File: config.mk
export PLATFORM = sky130hd
export DESIGN_NAME = erhf_rx_filter
export DESIGN_NICKNAME = d
export VERILOG_FILES = /design/src/erhf_pkg.sv /design/src/erhf_hash_if.sv /design/src/erhf_da_hash.sv /design/src/erhf_rx_filter.sv
export SDC_FILE = /design/constraint.sdc
export NUM_CORES = 1
export LEC_CHECK = 0
export BUFFER_PORTS_ARGS = -buffer_cell sky130_fd_sc_hd__buf_2
export CORE_ASPECT_RATIO = 0.6
export CORE_MARGIN = 5
export CORE_UTILIZATION = 60
export CTS_CLUSTER_SIZE = 12
export DETAILED_ROUTE_END_ITERATION = 6
export PLACE_DENSITY = 0.86
export SLEW_MARGIN = 20
export SYNTH_ARGS = -nofsm -noshare
export SYNTH_HDL_FRONTEND = slang
export SYNTH_HIERARCHICAL = 1
export SYNTH_SLANG_ARGS = --single-unit
File: constraint.sdc
create_clock -name sys_clk -period 3.5 [get_ports sys_clk]
set_clock_uncertainty 0.15 [all_clocks]
set_input_delay 0.175 -clock sys_clk [delete_from_list [all_inputs] [get_ports sys_clk]]
set_output_delay 0.175 -clock sys_clk [all_outputs]
set_load 0.05 [all_outputs]
File: src/erhf_pkg.sv
// constants and state types for the early-receive and group hash filter
package erhf_pkg;

  // register indices; the bus byte address is the index times four
  localparam logic [7:0]  IDX_HASH0     = 8'h00;
  localparam logic [7:0]  IDX_HASH1     = 8'h02;
  localparam logic [7:0]  IDX_HASH2     = 8'h04;
  localparam logic [7:0]  IDX_HASH3     = 8'h06;
  localparam logic [7:0]  IDX_ERX_CFG   = 8'h0a;
  localparam logic [7:0]  IDX_RX_CTRL   = 8'h0c;
  localparam logic [7:0]  IDX_INT_STAT  = 8'h0e;
  localparam logic [7:0]  IDX_INT_MASK  = 8'h10;
  localparam logic [7:0]  IDX_FRAME_CNT = 8'h12;
  localparam int          WORD_BYTES    = 4;

  // early_receive_config fields and reset values
  localparam int          ERX_EN_BIT    = 7;
  localparam int          ERX_TH_MSB    = 4;
  localparam int          ERX_TH_W      = 5;
  localparam logic [4:0]  ERX_TH_RESET  = 5'h1f;
  localparam logic        ERX_EN_RESET  = 1'b0;
  localparam int          TH_UNIT_LOG2  = 6;

  // rx_control_register fields
  localparam int          RXC_ALL_BIT   = 0;
  localparam int          RXC_GRP_BIT   = 1;

  // interrupt status / mask bits
  localparam int          INT_W         = 2;
  localparam int          INT_EARLY_RX  = 0;
  localparam int          INT_GRP_DROP  = 1;

  // hash table geometry and crc
  localparam int          HASH_WORDS    = 4;
  localparam int          HASH_W        = 16;
  localparam int          HASH_IDX_W    = 6;
  localparam int          DA_BYTES      = 6;
  localparam logic [31:0] CRC_INIT      = 32'hffff_ffff;
  localparam logic [31:0] CRC_POLY_REFL = 32'hedb8_8320;
  localparam int          CNT_W         = 12;
  localparam logic [15:0] REG_RESET     = 16'h0000;

  typedef struct packed {
    logic [31:0]           crc;
    logic [2:0]            byteNum;
    logic                  isGroup;
    logic [HASH_IDX_W-1:0] index;
    logic                  done;
  } erhf_hash_t;

  typedef struct packed {
    logic [HASH_WORDS-1:0][HASH_W-1:0] hash;
    logic                  erEnable;
    logic [ERX_TH_W-1:0]   erThresh;
    logic                  rxAll;
    logic                  rxAllGroup;
    logic [INT_W-1:0]      intStatus;
    logic [INT_W-1:0]      intMask;
    logic [CNT_W-1:0]      byteCnt;
    logic                  erHit;
    logic [31:0]           prdata;
    logic                  pready;
    logic                  pslverr;
    logic                  filtValid;
    logic                  filtAccept;
    logic                  irq;
  } erhf_top_t;

endpackage

File: src/erhf_hash_if.sv
// link between the receive filter and its destination-address hash unit
`timescale 1ns/1ps
`default_nettype none
interface erhf_hash_if;
  logic                             byteValid;
  logic                             byteFirst;
  logic [7:0]                       byteData;
  logic                             hashDone;
  logic                             isGroup;
  logic [erhf_pkg::HASH_IDX_W-1:0]  hashIndex;

  modport filter (output byteValid, output byteFirst, output byteData,
                  input hashDone, input isGroup, input hashIndex);
  modport hasher (input byteValid, input byteFirst, input byteData,
                  output hashDone, output isGroup, output hashIndex);
endinterface
`default_nettype wire

File: src/erhf_da_hash.sv
// crc-32 over the destination address, yielding the six-bit table index
`timescale 1ns/1ps
`default_nettype none
module erhf_da_hash (
  input  wire logic  sys_clk,
  input  wire logic  rst,
  erhf_hash_if.hasher hif
);
  erhf_pkg::erhf_hash_t q;
  erhf_pkg::erhf_hash_t d;
  logic [31:0]          c;
  logic [2:0]           num;

  // one byte per cycle, bits taken least significant first as on the wire
  always_comb begin
    d = q;
    c = q.crc;
    num = q.byteNum;
    d.done = 1'b0;
    if (hif.byteValid) begin
      if (hif.byteFirst) begin
        c = erhf_pkg::CRC_INIT;
        num = 3'h0;
        d.isGroup = hif.byteData[0];
      end
      if (num < 3'(erhf_pkg::DA_BYTES)) begin
        // reflected ethernet crc-32 over all 48 address bits
        for (int i = 0; i < 8; i++) begin
          if (c[0] ^ hif.byteData[i]) begin
            c = (c >> 1) ^ erhf_pkg::CRC_POLY_REFL;
          end else begin
            c = c >> 1;
          end
        end
        d.crc = c;
        d.byteNum = num + 3'h1;
        if (num == 3'(erhf_pkg::DA_BYTES - 1)) begin
          d.done = 1'b1;
          d.index = c[31:26];
        end
      end
    end
  end

  always_ff @(posedge sys_clk) begin
    if (rst) begin
      q <= '0;
      q.byteNum <= 3'(erhf_pkg::DA_BYTES);
    end else begin
      q <= d;
    end
  end

  assign hif.hashDone  = q.done;
  assign hif.isGroup   = q.isGroup;
  assign hif.hashIndex = q.index;
endmodule
`default_nettype wire

File: src/erhf_rx_filter.sv
// early-receive threshold and group hash filter with apb registers
//
// Functional notes
// - enable bit 7 turns early receive on
// - threshold bits 4:0 in 64-byte units
// - status sets when stored bytes exceed threshold
// - interrupt raised only when its source enabled
// - reset: disabled, threshold all ones, reserved zero
// - sixty-four bit table in four words
// - index is six crc msbs over address
// - top index bits pick word, low bits bit
// - set table bit accepts group frame
// - clear table bit drops group frame
// - receive-all or receive-all-group accepts all groups
// - words 0 and 1 at 0x00, 0x02, rw, zero
// - words 2 and 3 at 0x04, 0x06
//
// Implementation choice: the APB register port.
`timescale 1ns/1ps
`default_nettype none
module erhf_rx_filter (
  input  wire logic        sys_clk,
  input  wire logic        rst,
  // apb slave
  input  wire logic        psel,
  input  wire logic        penable,
  input  wire logic        pwrite,
  input  wire logic [7:0]  paddr,
  input  wire logic [31:0] pwdata,
  input  wire logic [3:0]  pstrb,
  output logic [31:0]      prdata,
  output logic             pready,
  output logic             pslverr,
  // receive byte stream as it is written to buffer memory
  input  wire logic        rxValid,
  input  wire logic        rxFirst,
  input  wire logic [7:0]  rxData,
  // per-frame filter verdict
  output logic             filtValid,
  output logic             filtAccept,
  // early-receive status of the frame now arriving
  output logic             earlyRxStatus,
  output logic             irq
);
  erhf_pkg::erhf_top_t q;
  erhf_pkg::erhf_top_t d;

  erhf_hash_if hif ();

  erhf_da_hash u_hash (
    .sys_clk (sys_clk),
    .rst     (rst),
    .hif     (hif)
  );

  // stream bytes straight into the hasher; it ignores bytes past the address
  assign hif.byteValid = rxValid;
  assign hif.byteFirst = rxFirst;
  assign hif.byteData  = rxData;

  // byte addresses derived from the register indices
  localparam logic [7:0] A_HASH0 = 8'(erhf_pkg::IDX_HASH0 *
                                      erhf_pkg::WORD_BYTES);
  localparam logic [7:0] A_HASH1 = 8'(erhf_pkg::IDX_HASH1 *
                                      erhf_pkg::WORD_BYTES);
  localparam logic [7:0] A_HASH2 = 8'(erhf_pkg::IDX_HASH2 *
                                      erhf_pkg::WORD_BYTES);
  localparam logic [7:0] A_HASH3 = 8'(erhf_pkg::IDX_HASH3 *
                                      erhf_pkg::WORD_BYTES);
  localparam logic [7:0] A_ERX   = 8'(erhf_pkg::IDX_ERX_CFG *
                                      erhf_pkg::WORD_BYTES);
  localparam logic [7:0] A_RXC   = 8'(erhf_pkg::IDX_RX_CTRL *
                                      erhf_pkg::WORD_BYTES);
  localparam logic [7:0] A_ISTAT = 8'(erhf_pkg::IDX_INT_STAT *
                                      erhf_pkg::WORD_BYTES);
  localparam logic [7:0] A_IMASK = 8'(erhf_pkg::IDX_INT_MASK *
                                      erhf_pkg::WORD_BYTES);
  localparam logic [7:0] A_FCNT  = 8'(erhf_pkg::IDX_FRAME_CNT *
                                      erhf_pkg::WORD_BYTES);

  logic                            setup;
  logic                            wrAcc;
  logic [31:0]                     rdVal;
  logic                            hit;
  logic [15:0]                     wMask;
  logic [15:0]                     wVal;
  logic [erhf_pkg::INT_W-1:0]      evSet;
  logic [erhf_pkg::INT_W-1:0]      evClr;
  logic [erhf_pkg::CNT_W-1:0]      cntNext;
  logic [erhf_pkg::CNT_W-1:0]      thBytes;
  logic [1:0]                      wordSel;
  logic [3:0]                      bitSel;
  logic                            tableBit;
  logic                            accept;

  // read mux and address decode, evaluated in the setup phase
  always_comb begin
    rdVal = 32'h0000_0000;
    hit = 1'b1;
    if (paddr == A_HASH0) begin
      rdVal[15:0] = q.hash[0];
    end else if (paddr == A_HASH1) begin
      rdVal[15:0] = q.hash[1];
    end else if (paddr == A_HASH2) begin
      rdVal[15:0] = q.hash[2];
    end else if (paddr == A_HASH3) begin
      rdVal[15:0] = q.hash[3];
    end else if (paddr == A_ERX) begin
      // reserved bits 15:8 and 6:5 read as zero
      rdVal[erhf_pkg::ERX_EN_BIT] = q.erEnable;
      rdVal[erhf_pkg::ERX_TH_MSB:0] = q.erThresh;
    end else if (paddr == A_RXC) begin
      rdVal[erhf_pkg::RXC_ALL_BIT] = q.rxAll;
      rdVal[erhf_pkg::RXC_GRP_BIT] = q.rxAllGroup;
    end else if (paddr == A_ISTAT) begin
      rdVal[erhf_pkg::INT_W-1:0] = q.intStatus;
    end else if (paddr == A_IMASK) begin
      rdVal[erhf_pkg::INT_W-1:0] = q.intMask;
    end else if (paddr == A_FCNT) begin
      rdVal[erhf_pkg::CNT_W-1:0] = q.byteCnt;
    end else begin
      hit = 1'b0;
    end
  end

  // write strobes: two byte lanes carry the 16-bit registers
  always_comb begin
    setup = psel && !penable;
    wrAcc = psel && penable && q.pready && pwrite;
    wMask = {{8{pstrb[1]}}, {8{pstrb[0]}}};
    wVal = pwdata[15:0];
  end

  // table lookup: upper index bits pick the word, lower the bit
  always_comb begin
    wordSel = hif.hashIndex[5:4];
    bitSel = hif.hashIndex[3:0];
    tableBit = q.hash[wordSel][bitSel];
    // individual frames pass untouched; only group frames are filtered
    accept = !hif.isGroup || tableBit || q.rxAll || q.rxAllGroup;
  end

  // byte count of the frame now arriving and threshold in bytes
  always_comb begin
    thBytes = erhf_pkg::CNT_W'(q.erThresh) << erhf_pkg::TH_UNIT_LOG2;
    if (rxFirst) begin
      cntNext = erhf_pkg::CNT_W'(1);
    end else if (&q.byteCnt) begin
      // saturate so a giant frame never wraps below the threshold
      cntNext = q.byteCnt;
    end else begin
      cntNext = q.byteCnt + erhf_pkg::CNT_W'(1);
    end
  end

  // next-state of the whole block
  always_comb begin
    d = q;
    evSet = '0;
    evClr = '0;
    d.pready = 1'b0;
    d.pslverr = 1'b0;
    d.filtValid = 1'b0;

    // apb: answer one cycle into the access phase
    if (setup) begin
      d.pready = 1'b1;
      d.pslverr = !hit;
      d.prdata = pwrite ? 32'h0000_0000 : rdVal;
    end

    if (wrAcc && hit) begin
      if (paddr == A_HASH0) begin
        d.hash[0] = (q.hash[0] & ~wMask) | (wVal & wMask);
      end else if (paddr == A_HASH1) begin
        d.hash[1] = (q.hash[1] & ~wMask) | (wVal & wMask);
      end else if (paddr == A_HASH2) begin
        d.hash[2] = (q.hash[2] & ~wMask) | (wVal & wMask);
      end else if (paddr == A_HASH3) begin
        d.hash[3] = (q.hash[3] & ~wMask) | (wVal & wMask);
      end else if (paddr == A_ERX) begin
        if (pstrb[0]) begin
          d.erEnable = pwdata[erhf_pkg::ERX_EN_BIT];
          d.erThresh = pwdata[erhf_pkg::ERX_TH_MSB:0];
        end
      end else if (paddr == A_RXC) begin
        if (pstrb[0]) begin
          d.rxAll = pwdata[erhf_pkg::RXC_ALL_BIT];
          d.rxAllGroup = pwdata[erhf_pkg::RXC_GRP_BIT];
        end
      end else if (paddr == A_ISTAT) begin
        if (pstrb[0]) begin
          evClr = pwdata[erhf_pkg::INT_W-1:0];
        end
      end else if (paddr == A_IMASK) begin
        if (pstrb[0]) begin
          d.intMask = pwdata[erhf_pkg::INT_W-1:0];
        end
      end
    end

    // early receive: count stored bytes, flag once per frame
    if (rxValid) begin
      d.byteCnt = cntNext;
      if (rxFirst) begin
        d.erHit = 1'b0;
      end
      // a zero threshold while enabled is left to the host to avoid
      if (q.erEnable && (cntNext > thBytes) &&
          (rxFirst || !q.erHit)) begin
        d.erHit = 1'b1;
        evSet[erhf_pkg::INT_EARLY_RX] = 1'b1;
      end
    end

    // verdict one cycle after the hasher's done pulse
    if (hif.hashDone) begin
      d.filtValid = 1'b1;
      d.filtAccept = accept;
      if (!accept) begin
        evSet[erhf_pkg::INT_GRP_DROP] = 1'b1;
      end
    end

    // set wins over a same-cycle write-one-to-clear
    d.intStatus = (q.intStatus & ~evClr) | evSet;
    d.irq = |(d.intStatus & d.intMask);
  end

  // all state in one register; reset values as documented
  always_ff @(posedge sys_clk) begin
    if (rst) begin
      q <= '0;
      q.erEnable <= erhf_pkg::ERX_EN_RESET;
      q.erThresh <= erhf_pkg::ERX_TH_RESET;
      q.hash <= {erhf_pkg::HASH_WORDS{erhf_pkg::REG_RESET}};
    end else begin
      q <= d;
    end
  end

  // every output is a flip-flop of the state register
  assign prdata        = q.prdata;
  assign pready        = q.pready;
  assign pslverr       = q.pslverr;
  assign filtValid     = q.filtValid;
  assign filtAccept    = q.filtAccept;
  assign earlyRxStatus = q.erHit;
  assign irq           = q.irq;
endmodule
`default_nettype wire

==> results of run 1 <==
[worst paths after layout]
kind	end	slack (ps)
setup / recovery	irq$_SDFF_PP0_	210
hold / removal	u_hash/hif.isGroup$_SDFFE_PP0P_	20
setup reg to reg	irq$_SDFF_PP0_	210
hold reg to reg	prdata[4]$_SDFFE_PP0P_	300
[synth_stat cells (4+ instances only)]
master / count
sky130_fd_sc_hd__nand4_1: 7
sky130_fd_sc_hd__xnor2_1: 57
sky130_fd_sc_hd__o21ai_0: 23
sky130_fd_sc_hd__nand3_1: 39
sky130_fd_sc_hd__nor4_1: 4
sky130_fd_sc_hd__mux2i_1: 73
sky130_fd_sc_hd__xor2_2: 4
sky130_fd_sc_hd__a211oi_1: 19
sky130_fd_sc_hd__a221oi_1: 6
sky130_fd_sc_hd__nor2b_1: 10
sky130_fd_sc_hd__nand3b_1: 9
sky130_fd_sc_hd__dfxtp_1: 153
sky130_fd_sc_hd__nor2_4: 4
sky130_fd_sc_hd__xnor3_1: 5
sky130_fd_sc_hd__o211ai_1: 6
sky130_fd_sc_hd__a22oi_1: 14
sky130_fd_sc_hd__a31oi_1: 6
sky130_fd_sc_hd__nand2b_1: 4
sky130_fd_sc_hd__nor3_1: 17
sky130_fd_sc_hd__and2_1: 5
sky130_fd_sc_hd__xor2_1: 15
sky130_fd_sc_hd__a222oi_1: 7
sky130_fd_sc_hd__and4_1: 5
sky130_fd_sc_hd__clkbuf_1: 37
sky130_fd_sc_hd__buf_2: 24
sky130_fd_sc_hd__o22ai_1: 7
sky130_fd_sc_hd__nor2_1: 151
sky130_fd_sc_hd__and3_1: 10
sky130_fd_sc_hd__inv_1: 14
sky130_fd_sc_hd__a32oi_1: 4
sky130_fd_sc_hd__mux4_2: 16
sky130_fd_sc_hd__nand2_1: 89
sky130_fd_sc_hd__nand3_2: 4
sky130_fd_sc_hd__ha_1: 8
sky130_fd_sc_hd__xnor2_2: 5
sky130_fd_sc_hd__a21oi_1: 65
sky130_fd_sc_hd__buf_4: 45
[through the flow]
stage          setup WS (ps)  area [sq um]  utilization (%)  cells  total power, mW
6_report                 210         10100             68.3   1273             4.77
5_1_grt                 8.09         10100             68.3   1273             4.94
4_1_cts                  306         10100             68.3   1273             4.75
3_5_place_dp             333          9300             63.2   1225             2.87
3_3_place_gp             335          9300             63.2   1225             2.86
2_1_floorplan            647          9200                -   1054             2.69
[cell families (layout without fill, tap and decap cells)]
logic type	after synthesis	after routing
xor+xnor	92	92
buf+inv	127	148
other cells	1	16
mux	92	92
compound gates	185	185
flops	153	153
simple gates	381	381
fa+ha+maj	8	8
[area by class of cell]
cell class	count	area, sq um	share of cell area [%]
Multi-Input combinational cell	774	5440	54.0
Clock buffer	17	425	4.23
Inverter	16	60.1	0.597
Tap cell	198	248	2.46
Clock inverter	15	174	1.73
Sequential cell	153	3060	30.5
Timing Repair Buffer	100	651	6.47
[timing repair]
| action | 4_1_cts | 5_1_grt |
|---|---|---|
| resized for setup | 0 | 0 |
| hold endpoints to repair | 62 | 0 |
| hold buffers | 16 | 0 |
[power by group]
| part | internal, mW | total, mW | switching (mW) |
|---|---|---|---|
| Combinational | 0.441 | 0.997 | 0.557 |
| Sequential | 1.81 | 1.88 | 0.0687 |
| Clock | 1.03 | 1.90 | 0.869 |
[routing by layer]
| metal | part of all wire, % | vias to the layer above |
|---|---|---|
| met3 | 17 | 44 |
| met5 | 0 | - |
| met1 | 43 | 3793 |
| met4 | 1.4 | 0 |
| li1 | - | 3658 |
| met2 | 38 | 610 |
[worst max-delay path: stages, from the launching register on]
cell and delay [ps]:
sky130_fd_sc_hd__dfxtp_1 440, sky130_fd_sc_hd__ha_1 270, sky130_fd_sc_hd__and2_1 280, sky130_fd_sc_hd__nand4_4 120
sky130_fd_sc_hd__a21oi_1 220, sky130_fd_sc_hd__ha_1 280, sky130_fd_sc_hd__nor2b_1 130, sky130_fd_sc_hd__o21ai_0 140
sky130_fd_sc_hd__a21oi_1 90, sky130_fd_sc_hd__a211oi_1 420, sky130_fd_sc_hd__o31ai_1 150, sky130_fd_sc_hd__a211o_1 300
sky130_fd_sc_hd__a22o_1 200
==> run summary, run 1 <==
CLOCK TREE
--------------------------------------------------------------------------------------------------
Post-CTS repair timing setup buffer count                                                        0
CTS tree                                                                                      done
Root Buffer                                                                           sky130_fd_sc_hd__clkbuf_16
Maximum buffer depth of the clock tree                                                           2
Number of buffers added by the clock tree synthesis step                                        17
Clock transition time at the flip-flop clock pins of the worst setup and hold paths          70 ps
Total clock sinks                                                                              153
Clock latency on the worst-skew pair                                                        420 ps
Deepest level of the CTS H-tree                                                                  4

POWER
--------------------------------------------------------------------------------------------------
Reported leakage power                                                                     3.92 nW
Power Dens Cells                                                                       474 nW/um^2
Worst voltage drop across the vdd grid                                                    0.232 mV

FLOORPLANNING
--------------------------------------------------------------------------------------------------
Area of the core                                                                      14,700 sq um
Vertical die dimension                                                                 106 microns
Starting utilization of the core area                                                        62.1%
Die Width                                                                              169 microns
Number of placement rows                                                                        34
IO Count                                                                                        97
Overall die area                                                                      17,900 sq um

SYNTH
--------------------------------------------------------------------------------------------------
Dominant cell type by area after synthesis                                            sky130_fd_sc_hd__dfxtp_1
Post-synthesis instance area                                                            9140 sq um
Mux contribution to synthesized area                                                         12.3%
Flip-flop and latch count after synthesis                                                      153
Part of the Yosys area used for sequential elements                                          33.5%
Number of library cell types mapped by synthesis                                                80
Cells taking the most area after synthesis                                            sky130_fd_sc_hd__dfxtp_1, sky130_fd_sc_hd__mux2i_1, sky130_fd_sc_hd__nor2_1, sky130_fd_sc_hd__xnor2_1, sky130_fd_sc_hd__mux4_2
Simple-gate share of the synthesized area                                                    20.7%
Count of synthesis-stage warnings from yosys                                                     6
Share of synthesized cell area in full adder, half adder and majority cells                  1.10%
Post-synth top flop                                                                   sky130_fd_sc_hd__dfxtp_1
Mean post-synth cell area                                                               8.80 sq um
Share of Yosys cell area claimed by the top area cell type                                   33.5%
Main combinational cell family by area after synthesis                                simple AND/OR/NAND/NOR gates
Post-synthesis async set-or-reset flop share                                                    0%
Number of instances in the synthesized netlist                                               1,039
Count of flip-flops with a built-in enable after synthesis                                       0
Xor and xnor area share after synthesis                                                      11.4%
Synth Area in Compound Gates                                                                 13.3%

LAYOUT
--------------------------------------------------------------------------------------------------
Share of post-route cells with drive strength above 1                                        16.5%
Most frequent standard cell in the layout excluding fill and tap cells                sky130_fd_sc_hd__dfxtp_1
Number of fill cells                                                                         1,147
Leading cell types in the layout, fill and taps excluded                              sky130_fd_sc_hd__dfxtp_1, sky130_fd_sc_hd__nor2_1, sky130_fd_sc_hd__nand2_1
Area added between synthesis and finish                                                      10.0%
Diode count                                                                                      0
Final Net Count                                                                              1,129

DRT
--------------------------------------------------------------------------------------------------
Router iterations before antenna repair                                                          6
DRT antenna net count                                                                            0
Post-DR vias/cell                                                                             6.37
Routed wirelength normalized by instance count                                        20.8 microns
Number of DRC violations after detailed routing                                                  0
Iter 0 DRT Violations                                                                        1,244
Final wirelength                                                                           26.5 mm
Via count                                                                                    8,105

STA
--------------------------------------------------------------------------------------------------
Final min period                                                                           3290 ps
Slew at the pin closest to its max-slew limit                                               931 ps
RSZ-0062 raised after global routing                                                         false
Hold Vio Cnt, Final                                                                              0
Rel. slew slack                                                                              37.1%
Maximum frequency from static timing analysis                                              304 MHz
Number of setup violations in the final report                                                   0
Final Hold Slack                                                                           20.4 ps
Number of pins exceeding their max-slew limit in the final report                                0
Post-route clock period utilization                                                          94.0%
Setup TNS                                                                                     0 ps

GLOBAL ROUTE
--------------------------------------------------------------------------------------------------
Global-route wire length before repair                                                     41.4 mm
Antenna violations before repair                                                                 0
Grt met1 use                                                                                 45.0%
Global routing met2 resource utilization                                                     37.4%
GRT Total Usage                                                                              29.5%
Most congested layer reported by global routing                                               met1
Via count of the first global-routing pass                                                   7,270
Overall overflow remaining after global route                                                    0
GRT met3 Usage                                                                               12.9%
Maximum number of pins on one net before global-route repair                                    78

PLACE
--------------------------------------------------------------------------------------------------
# port buffers                                                                                  62
Final weighted congestion in routability-driven placement                                    0.942
HPWL after detailed placement                                                              18.9 mm

CRITICAL PATH
--------------------------------------------------------------------------------------------------
Critical Path Start Type                                                                 flip-flop
Crit. End Element                                                                        flip-flop
Startpoint of the worst register-to-register path                                     q[38]$_SDFFE_PP0P_
Worst r2r path cells                                                                            12
Worst-path maximum fanout                                                                        7
Arrival time of the worst setup path                                                       3460 ps
Crit path required time                                                                    3670 ps
Worst setup path startpoint                                                           q[38]$_SDFFE_PP0P_
Type of the worst setup path                                                          flip-flop to flip-flop

HOLD PATH
--------------------------------------------------------------------------------------------------
Cell depth of the worst hold path                                                                3
Hold Path Class                                                                       input port to flip-flop
Hold path start                                                                          rxData[0]

OUTCOME
--------------------------------------------------------------------------------------------------
Run status                                                                            finished, final reports clean

JOB
--------------------------------------------------------------------------------------------------
Max-capacitance violation count                                                                  0

Note: power is estimated with default switching activity, not from simulation.
==> run 2: changes to the inputs <==
Settings changed: CORE_ASPECT_RATIO 0.6 to 0.5.
==> run summary, run 2 (synthesis gave the netlist of run 1 again) <==
POWER
--------------------------------------------------------------------------------------------------
Internal power consumption                                                                 3.27 mW   was 3.28 mW
Power Dens Cells                                                                       471 nW/um^2   was 474 nW/um^2
Portion of total power attributed to the clock network                                       39.9%   was 39.7%
Combinational power share                                                                    20.5%   was 20.9%
Worst voltage drop across the vdd grid                                                    0.331 mV   was 0.232 mV
Reported leakage power                                                                     3.92 nW   about the same
Total net switching power                                                                  1.48 mW   was 1.49 mW
Post-route total power                                                                     4.75 mW   was 4.77 mW
Switching fraction of total power                                                            31.1%   was 31.3%
Portion of total power attributed to sequential cells                                        39.6%   was 39.4%

OUTCOME
--------------------------------------------------------------------------------------------------
Failing checks                                                                        design-rule violations
Run status                                                                            finished, violations left   was finished, final reports clean

STA
--------------------------------------------------------------------------------------------------
Setup TNS                                                                                     0 ps   unchanged
Slew at the pin closest to its max-slew limit                                              1010 ps   was 931 ps
Post-route clock period utilization                                                          93.4%   was 94.0%
Maximum frequency from static timing analysis                                              306 MHz   was 304 MHz
Number of setup violations in the final report                                                   0   unchanged
Number of pins exceeding their max-slew limit in the final report                                0   unchanged
RSZ-0062 raised after global routing                                                         false   unchanged
Hold Vio Cnt, Final                                                                              0   unchanged
Final min period                                                                           3270 ps   was 3290 ps
Rel. slew slack                                                                              32.4%   was 37.1%

GLOBAL ROUTE
--------------------------------------------------------------------------------------------------
GRT met3 Usage                                                                               5.76%   was 12.9%
Global-route wire length before repair                                                     40.3 mm   was 41.4 mm
Overall overflow remaining after global route                                                    0   unchanged
GRT Total Usage                                                                              27.6%   was 29.5%
Via count of the first global-routing pass                                                   7,631   was 7,270
Grt met1 use                                                                                 39.0%   was 45.0%
Maximum number of pins on one net before global-route repair                                    65   was 78
Antenna violations before repair                                                                 0   unchanged
Global routing met2 resource utilization                                                     42.5%   was 37.4%
Most congested layer reported by global routing                                               met2   was met1

DRT
--------------------------------------------------------------------------------------------------
Router iterations before antenna repair                                                          7   was 6
Iter 0 DRT Violations                                                                        1,310   was 1,244
DRT antenna net count                                                                            0   unchanged
Final wirelength                                                                           25.1 mm   was 26.5 mm
Number of DRC violations after detailed routing                                                  3   was 0
Routed wirelength normalized by instance count                                        19.7 microns   was 20.8 microns
Via count                                                                                    8,183   was 8,105
Post-DR vias/cell                                                                             6.42   was 6.37

CLOCK TREE
--------------------------------------------------------------------------------------------------
Root Buffer                                                                           sky130_fd_sc_hd__clkbuf_16   unchanged
CTS tree                                                                                      done   unchanged
Clock latency on the worst-skew pair                                                        430 ps   was 420 ps
Maximum buffer depth of the clock tree                                                           2   unchanged
Number of buffers added by the clock tree synthesis step                                        17   unchanged
Total clock sinks                                                                              153   unchanged
Clock transition time at the flip-flop clock pins of the worst setup and hold paths          70 ps   about the same
Deepest level of the CTS H-tree                                                                  4   unchanged

FLOORPLANNING
--------------------------------------------------------------------------------------------------
Vertical die dimension                                                                97.3 microns   was 106 microns
Starting utilization of the core area                                                        62.2%   was 62.1%
IO Count                                                                                        97   unchanged
Area of the core                                                                      14,700 sq um   about the same
Number of placement rows                                                                        31   was 34
Die Width                                                                              185 microns   was 169 microns
Overall die area                                                                      18,000 sq um   was 17,900 sq um

CRITICAL PATH
--------------------------------------------------------------------------------------------------
Worst-path maximum fanout                                                                        7   unchanged
Crit path required time                                                                    3680 ps   was 3670 ps
Crit. End Element                                                                        flip-flop   unchanged
Critical Path Start Type                                                                 flip-flop   unchanged
Type of the worst setup path                                                          flip-flop to flip-flop   unchanged
Arrival time of the worst setup path                                                       3450 ps   was 3460 ps
Worst setup path startpoint                                                           q[39]$_SDFFE_PP0P_   was q[38]$_SDFFE_PP0P_
Startpoint of the worst register-to-register path                                     q[39]$_SDFFE_PP0P_   was q[38]$_SDFFE_PP0P_

PLACE
--------------------------------------------------------------------------------------------------
# port buffers                                                                                  62   unchanged
Final weighted congestion in routability-driven placement                                    0.915   was 0.942
HPWL after detailed placement                                                              17.1 mm   was 18.9 mm
Post-place instance area                                                                9290 sq um   was 9300 sq um

LAYOUT
--------------------------------------------------------------------------------------------------
Area added between synthesis and finish                                                      10.2%   was 10.0%
Most frequent standard cell in the layout excluding fill and tap cells                sky130_fd_sc_hd__dfxtp_1   unchanged
Diode count                                                                                      0   unchanged
Share of post-route cells with drive strength above 1                                        16.4%   was 16.5%
Final design area excluding fillers                                                   10,100 sq um   about the same
Final Net Count                                                                              1,130   was 1,129
Leading cell types in the layout, fill and taps excluded                              sky130_fd_sc_hd__dfxtp_1, sky130_fd_sc_hd__nor2_1, sky130_fd_sc_hd__nand2_1   unchanged

HOLD PATH
--------------------------------------------------------------------------------------------------
Hold path start                                                                            rxValid   was rxData[0]
Hold Path Class                                                                       input port to flip-flop   unchanged

JOB
--------------------------------------------------------------------------------------------------
Max-capacitance violation count                                                                  0   unchanged

run 2: layer usage:
layer	routed length (microns)	share of wire [%]
met4	722	2.9
met5	0	0
met1	10400	41
met2	11200	44
met3	2820	11
run 2: cell type report:
class | count | area, sq um
inverter | 16 | 60.1
clock buffer | 17 | 425
tap | 198 | 248
clock inverter | 15 | 175
fill | 1118 | 4630
sequential | 153 | 3060
multi-input combinational | 774 | 5440
timing repair buffer | 101 | 663
run 2: through the flow:
stage / instances / worst slack, ps / util [%] / hold WS, ps
2_1_floorplan: 1054 / 647 / - / 169
3_3_place_gp: 1224 / 313 / 63.2 / 288
3_5_place_dp: 1224 / 207 / 63.2 / 294
4_1_cts: 1274 / 188 / 68.5 / 34.3
5_1_grt: 1274 / 44.0 / 68.5 / 59.0
6_report: 1274 / 229 / 68.5 / 42.3
run 2: worst max-delay path, cell delays in order (launching register included):
cell and delay [ps]:
sky130_fd_sc_hd__dfxtp_1 470, sky130_fd_sc_hd__ha_1 270, sky130_fd_sc_hd__and2_1 300, sky130_fd_sc_hd__nand4_4 170, sky130_fd_sc_hd__a21oi_1 250, sky130_fd_sc_hd__ha_1 280
sky130_fd_sc_hd__nor2b_1 130, sky130_fd_sc_hd__o21ai_0 160, sky130_fd_sc_hd__a21oi_1 110, sky130_fd_sc_hd__a211oi_2 270, sky130_fd_sc_hd__o31ai_1 120, sky130_fd_sc_hd__a211o_1 300
sky130_fd_sc_hd__a22o_1 200
run 2: final timing paths:
check	end	slack (ps)	depth (start not counted)
worst min register to register	u_hash/q[21]$_SDFFE_PP0P_	300	2
worst max-delay path	irq$_SDFF_PP0_	230	12
worst max register to register	irq$_SDFF_PP0_	230	12
worst min-delay path	u_hash/hif.isGroup$_SDFFE_PP0P_	40	3
run 2: what timing repair did:
item	CTS	global route
setup buffers	0	0
hold buffers	18	0
hold endpoints to repair	69	0
setup endpoints to repair	0	2
gates resized for setup	0	1
run 2: power by group through the flow:
stage	combinational, mW	sequential [mW]	clock [mW]
floorplan	0.808	1.88	0
global placement	0.909	1.92	0
detailed placement	0.933	1.92	0
CTS	0.964	1.88	1.90
global route	1.05	1.89	1.98
finish	0.973	1.88	1.89
==> run 3: changes to the inputs <==
Settings changed: CORE_UTILIZATION 60 to 35, PLACE_DENSITY 0.86 to 0.57.
==> run summary, run 3 (synthesis gave the netlist of run 1 again) <==
OUTCOME
--------------------------------------------------------------------------------------------------
Run status                                                                            finished, final reports clean   was finished, violations left

HOLD PATH
--------------------------------------------------------------------------------------------------
Hold path start                                                                          rxData[3]   was rxValid
End of the worst hold path                                                            u_hash/q[22]$_SDFFE_PP0P_   was u_hash/hif.isGroup$_SDFFE_PP0P_
Hold Path Class                                                                       input port to flip-flop   unchanged
Cell depth of the worst hold path                                                                3   unchanged

CRITICAL PATH
--------------------------------------------------------------------------------------------------
Arrival time of the worst setup path                                                       3460 ps   was 3450 ps
Worst-path maximum fanout                                                                        7   unchanged
R2r endpoint                                                                          irq$_SDFF_PP0_   unchanged
Worst r2r path cells                                                                            12   unchanged
Critical Path Start Type                                                                 flip-flop   unchanged
Setup slack, reg-to-reg                                                                     220 ps   was 230 ps
Crit path required time                                                                    3680 ps   about the same
Crit. End Element                                                                        flip-flop   unchanged
Startpoint of the worst register-to-register path                                     q[39]$_SDFFE_PP0P_   unchanged
Type of the worst setup path                                                          flip-flop to flip-flop   unchanged

DRT
--------------------------------------------------------------------------------------------------
Router iterations before antenna repair                                                          5   was 7
Number of DRC violations after detailed routing                                                  0   was 3
Routed wirelength normalized by instance count                                        18.7 microns   was 19.7 microns
Iter 0 DRT Violations                                                                          727   was 1,310
DRT antenna net count                                                                            0   unchanged
Final wirelength                                                                           26.6 mm   was 25.1 mm
Post-DR vias/cell                                                                             5.36   was 6.42
Via count                                                                                    7,632   was 8,183

STA
--------------------------------------------------------------------------------------------------
Hold Vio Cnt, Final                                                                              0   unchanged
Number of pins exceeding their max-slew limit in the final report                                0   unchanged
Slew at the pin closest to its max-slew limit                                               837 ps   was 1010 ps
Maximum frequency from static timing analysis                                              305 MHz   was 306 MHz
Post-route clock period utilization                                                          93.6%   was 93.4%
RSZ-0062 raised after global routing                                                         false   unchanged
Final Hold Slack                                                                           23.8 ps   was 42.3 ps
Final min period                                                                           3280 ps   was 3270 ps
Number of setup violations in the final report                                                   0   unchanged
Worst Setup Slack, final                                                                    222 ps   was 229 ps
Setup TNS                                                                                     0 ps   unchanged
Rel. slew slack                                                                              44.2%   was 32.4%

LAYOUT
--------------------------------------------------------------------------------------------------
Leading cell types in the layout, fill and taps excluded                              sky130_fd_sc_hd__dfxtp_1, sky130_fd_sc_hd__nor2_1, sky130_fd_sc_hd__nand2_1   unchanged
Number of fill cells                                                                         2,579   was 1,118
Share of post-route cells with drive strength above 1                                        16.8%   was 16.4%
Final Net Count                                                                              1,136   was 1,130
Fin cells                                                                                    1,424   was 1,274
Diode count                                                                                      0   unchanged
Most frequent standard cell in the layout excluding fill and tap cells                sky130_fd_sc_hd__dfxtp_1   unchanged
Area added between synthesis and finish                                                      12.7%   was 10.2%

POWER
--------------------------------------------------------------------------------------------------
Worst voltage drop across the vdd grid                                                    0.306 mV   was 0.331 mV
Internal power consumption                                                                 3.39 mW   was 3.27 mW
Portion of total power attributed to sequential cells                                        39.6%   about the same
Portion of total power attributed to the clock network                                       40.1%   was 39.9%
Combinational power share                                                                    20.3%   was 20.5%
Switching fraction of total power                                                            28.9%   was 31.1%
Reported leakage power                                                                     3.95 nW   was 3.92 nW
Power Dens Cells                                                                       462 nW/um^2   was 471 nW/um^2
Total net switching power                                                                  1.37 mW   was 1.48 mW

PLACE
--------------------------------------------------------------------------------------------------
Pre-CTS worst setup slack                                                                   113 ps   was 207 ps
HPWL after detailed placement                                                              19.0 mm   was 17.1 mm
Placed Cells incl. Taps                                                                      1,377   was 1,224
# port buffers                                                                                  62   unchanged
Final weighted congestion in routability-driven placement                                    0.919   was 0.915

GLOBAL ROUTE
--------------------------------------------------------------------------------------------------
Maximum number of pins on one net before global-route repair                                    74   was 65
Overall overflow remaining after global route                                                    0   unchanged
Antenna violations before repair                                                                 0   unchanged
Global-route wire length before repair                                                     41.8 mm   was 40.3 mm
Via count of the first global-routing pass                                                   7,300   was 7,631
GRT Total Usage                                                                              17.8%   was 27.6%

CLOCK TREE
--------------------------------------------------------------------------------------------------
Clock transition time at the flip-flop clock pins of the worst setup and hold paths          60 ps   was 70 ps
Maximum buffer depth of the clock tree                                                           2   unchanged
Number of buffers added by the clock tree synthesis step                                        17   unchanged
Clock latency on the worst-skew pair                                                        440 ps   was 430 ps
Total clock sinks                                                                              153   unchanged
CTS tree                                                                                      done   unchanged
Post-CTS repair timing setup buffer count                                                        0   unchanged
Root Buffer                                                                           sky130_fd_sc_hd__clkbuf_16   unchanged
Deepest level of the CTS H-tree                                                                  4   unchanged

FLOORPLANNING
--------------------------------------------------------------------------------------------------
Number of placement rows                                                                        41   was 31
Area of the core                                                                      25,400 sq um   was 14,700 sq um
IO Count                                                                                        97   unchanged
Vertical die dimension                                                                 124 microns   was 97.3 microns
Overall die area                                                                      29,600 sq um   was 18,000 sq um
Starting utilization of the core area                                                        35.9%   was 62.2%
Die Width                                                                              239 microns   was 185 microns

JOB
--------------------------------------------------------------------------------------------------
Max-capacitance violation count                                                                  0   unchanged

## run 3: metrics by stage
stage               total power, mW  area (sq um)  util (%)
finish                         4.76         10300      40.5
floorplan                      2.69          9200         -
CTS                            4.80         10300      40.5
detailed placement             2.87          9540      37.5
global placement               2.86          9540      37.5
global route                   4.96         10300      40.5
## run 3: worst max path at each step
stage	depth (start not counted)	start	slack, ps	to
detailed placement	12	q[39]$_SDFFE_PP0P_	110	irq$_SDFF_PP0_
CTS	12	q[39]$_SDFFE_PP0P_	90	irq$_SDFF_PP0_
global route	13	q[38]$_SDFFE_PP0P_	50	irq$_SDFF_PP0_
global placement	12	q[39]$_SDFFE_PP0P_	190	irq$_SDFF_PP0_
floorplan	12	q[39]$_SDFFE_PP0P_	650	irq$_SDFF_PP0_
finish	12	q[39]$_SDFFE_PP0P_	220	irq$_SDFF_PP0_
## run 3: critical path, stage by stage (launching register included)
cell                       delay (ps)
sky130_fd_sc_hd__dfxtp_1          450
sky130_fd_sc_hd__ha_1             260
sky130_fd_sc_hd__and2_1           280
sky130_fd_sc_hd__nand4_4          170
sky130_fd_sc_hd__a21oi_1          240
sky130_fd_sc_hd__ha_1             270
sky130_fd_sc_hd__nor2b_1          130
sky130_fd_sc_hd__o21ai_0          140
sky130_fd_sc_hd__a21oi_1          100
sky130_fd_sc_hd__a211oi_2         330
sky130_fd_sc_hd__o31ai_1          130
sky130_fd_sc_hd__a211o_1          310
sky130_fd_sc_hd__a22o_1           210
## run 3: area by class of cell
class | instances | area [sq um] | area share, %
sequential | 153 | 3060 | 29.7
clock buffer | 19 | 443 | 4.30
inverter | 16 | 60.1 | 0.583
tap | 344 | 430 | 4.18
clock inverter | 11 | 149 | 1.45
timing repair buffer | 107 | 718 | 6.97
multi-input combinational | 774 | 5440 | 52.8
## run 3: repair_timing
action                     4_1_cts  5_1_grt
hold endpoints to repair        69        0
hold buffers                    17        0
setup endpoints to repair        0        2
resized for setup                0        1
## run 3: layer usage
metal | wire length [microns] | GRT usage, % | vias to the layer above | part of all wire [%]
met5 | 0 | 0 | - | 0
met4 | 343 | 4.92 | 0 | 1.3
met3 | 1770 | 3.98 | 27 | 6.7
met2 | 11900 | 27.5 | 244 | 45
met1 | 12500 | 25.0 | 3699 | 47
li1 | - | - | 3662 | -
## run 3: power groups by stage
stage	Sequential [mW]	Combinational, mW	Clock, mW
5_1_grt	1.89	1.05	2.01
4_1_cts	1.88	0.972	1.94
2_1_floorplan	1.88	0.808	0
3_3_place_gp	1.92	0.946	0
3_5_place_dp	1.92	0.951	0
6_report	1.88	0.968	1.91
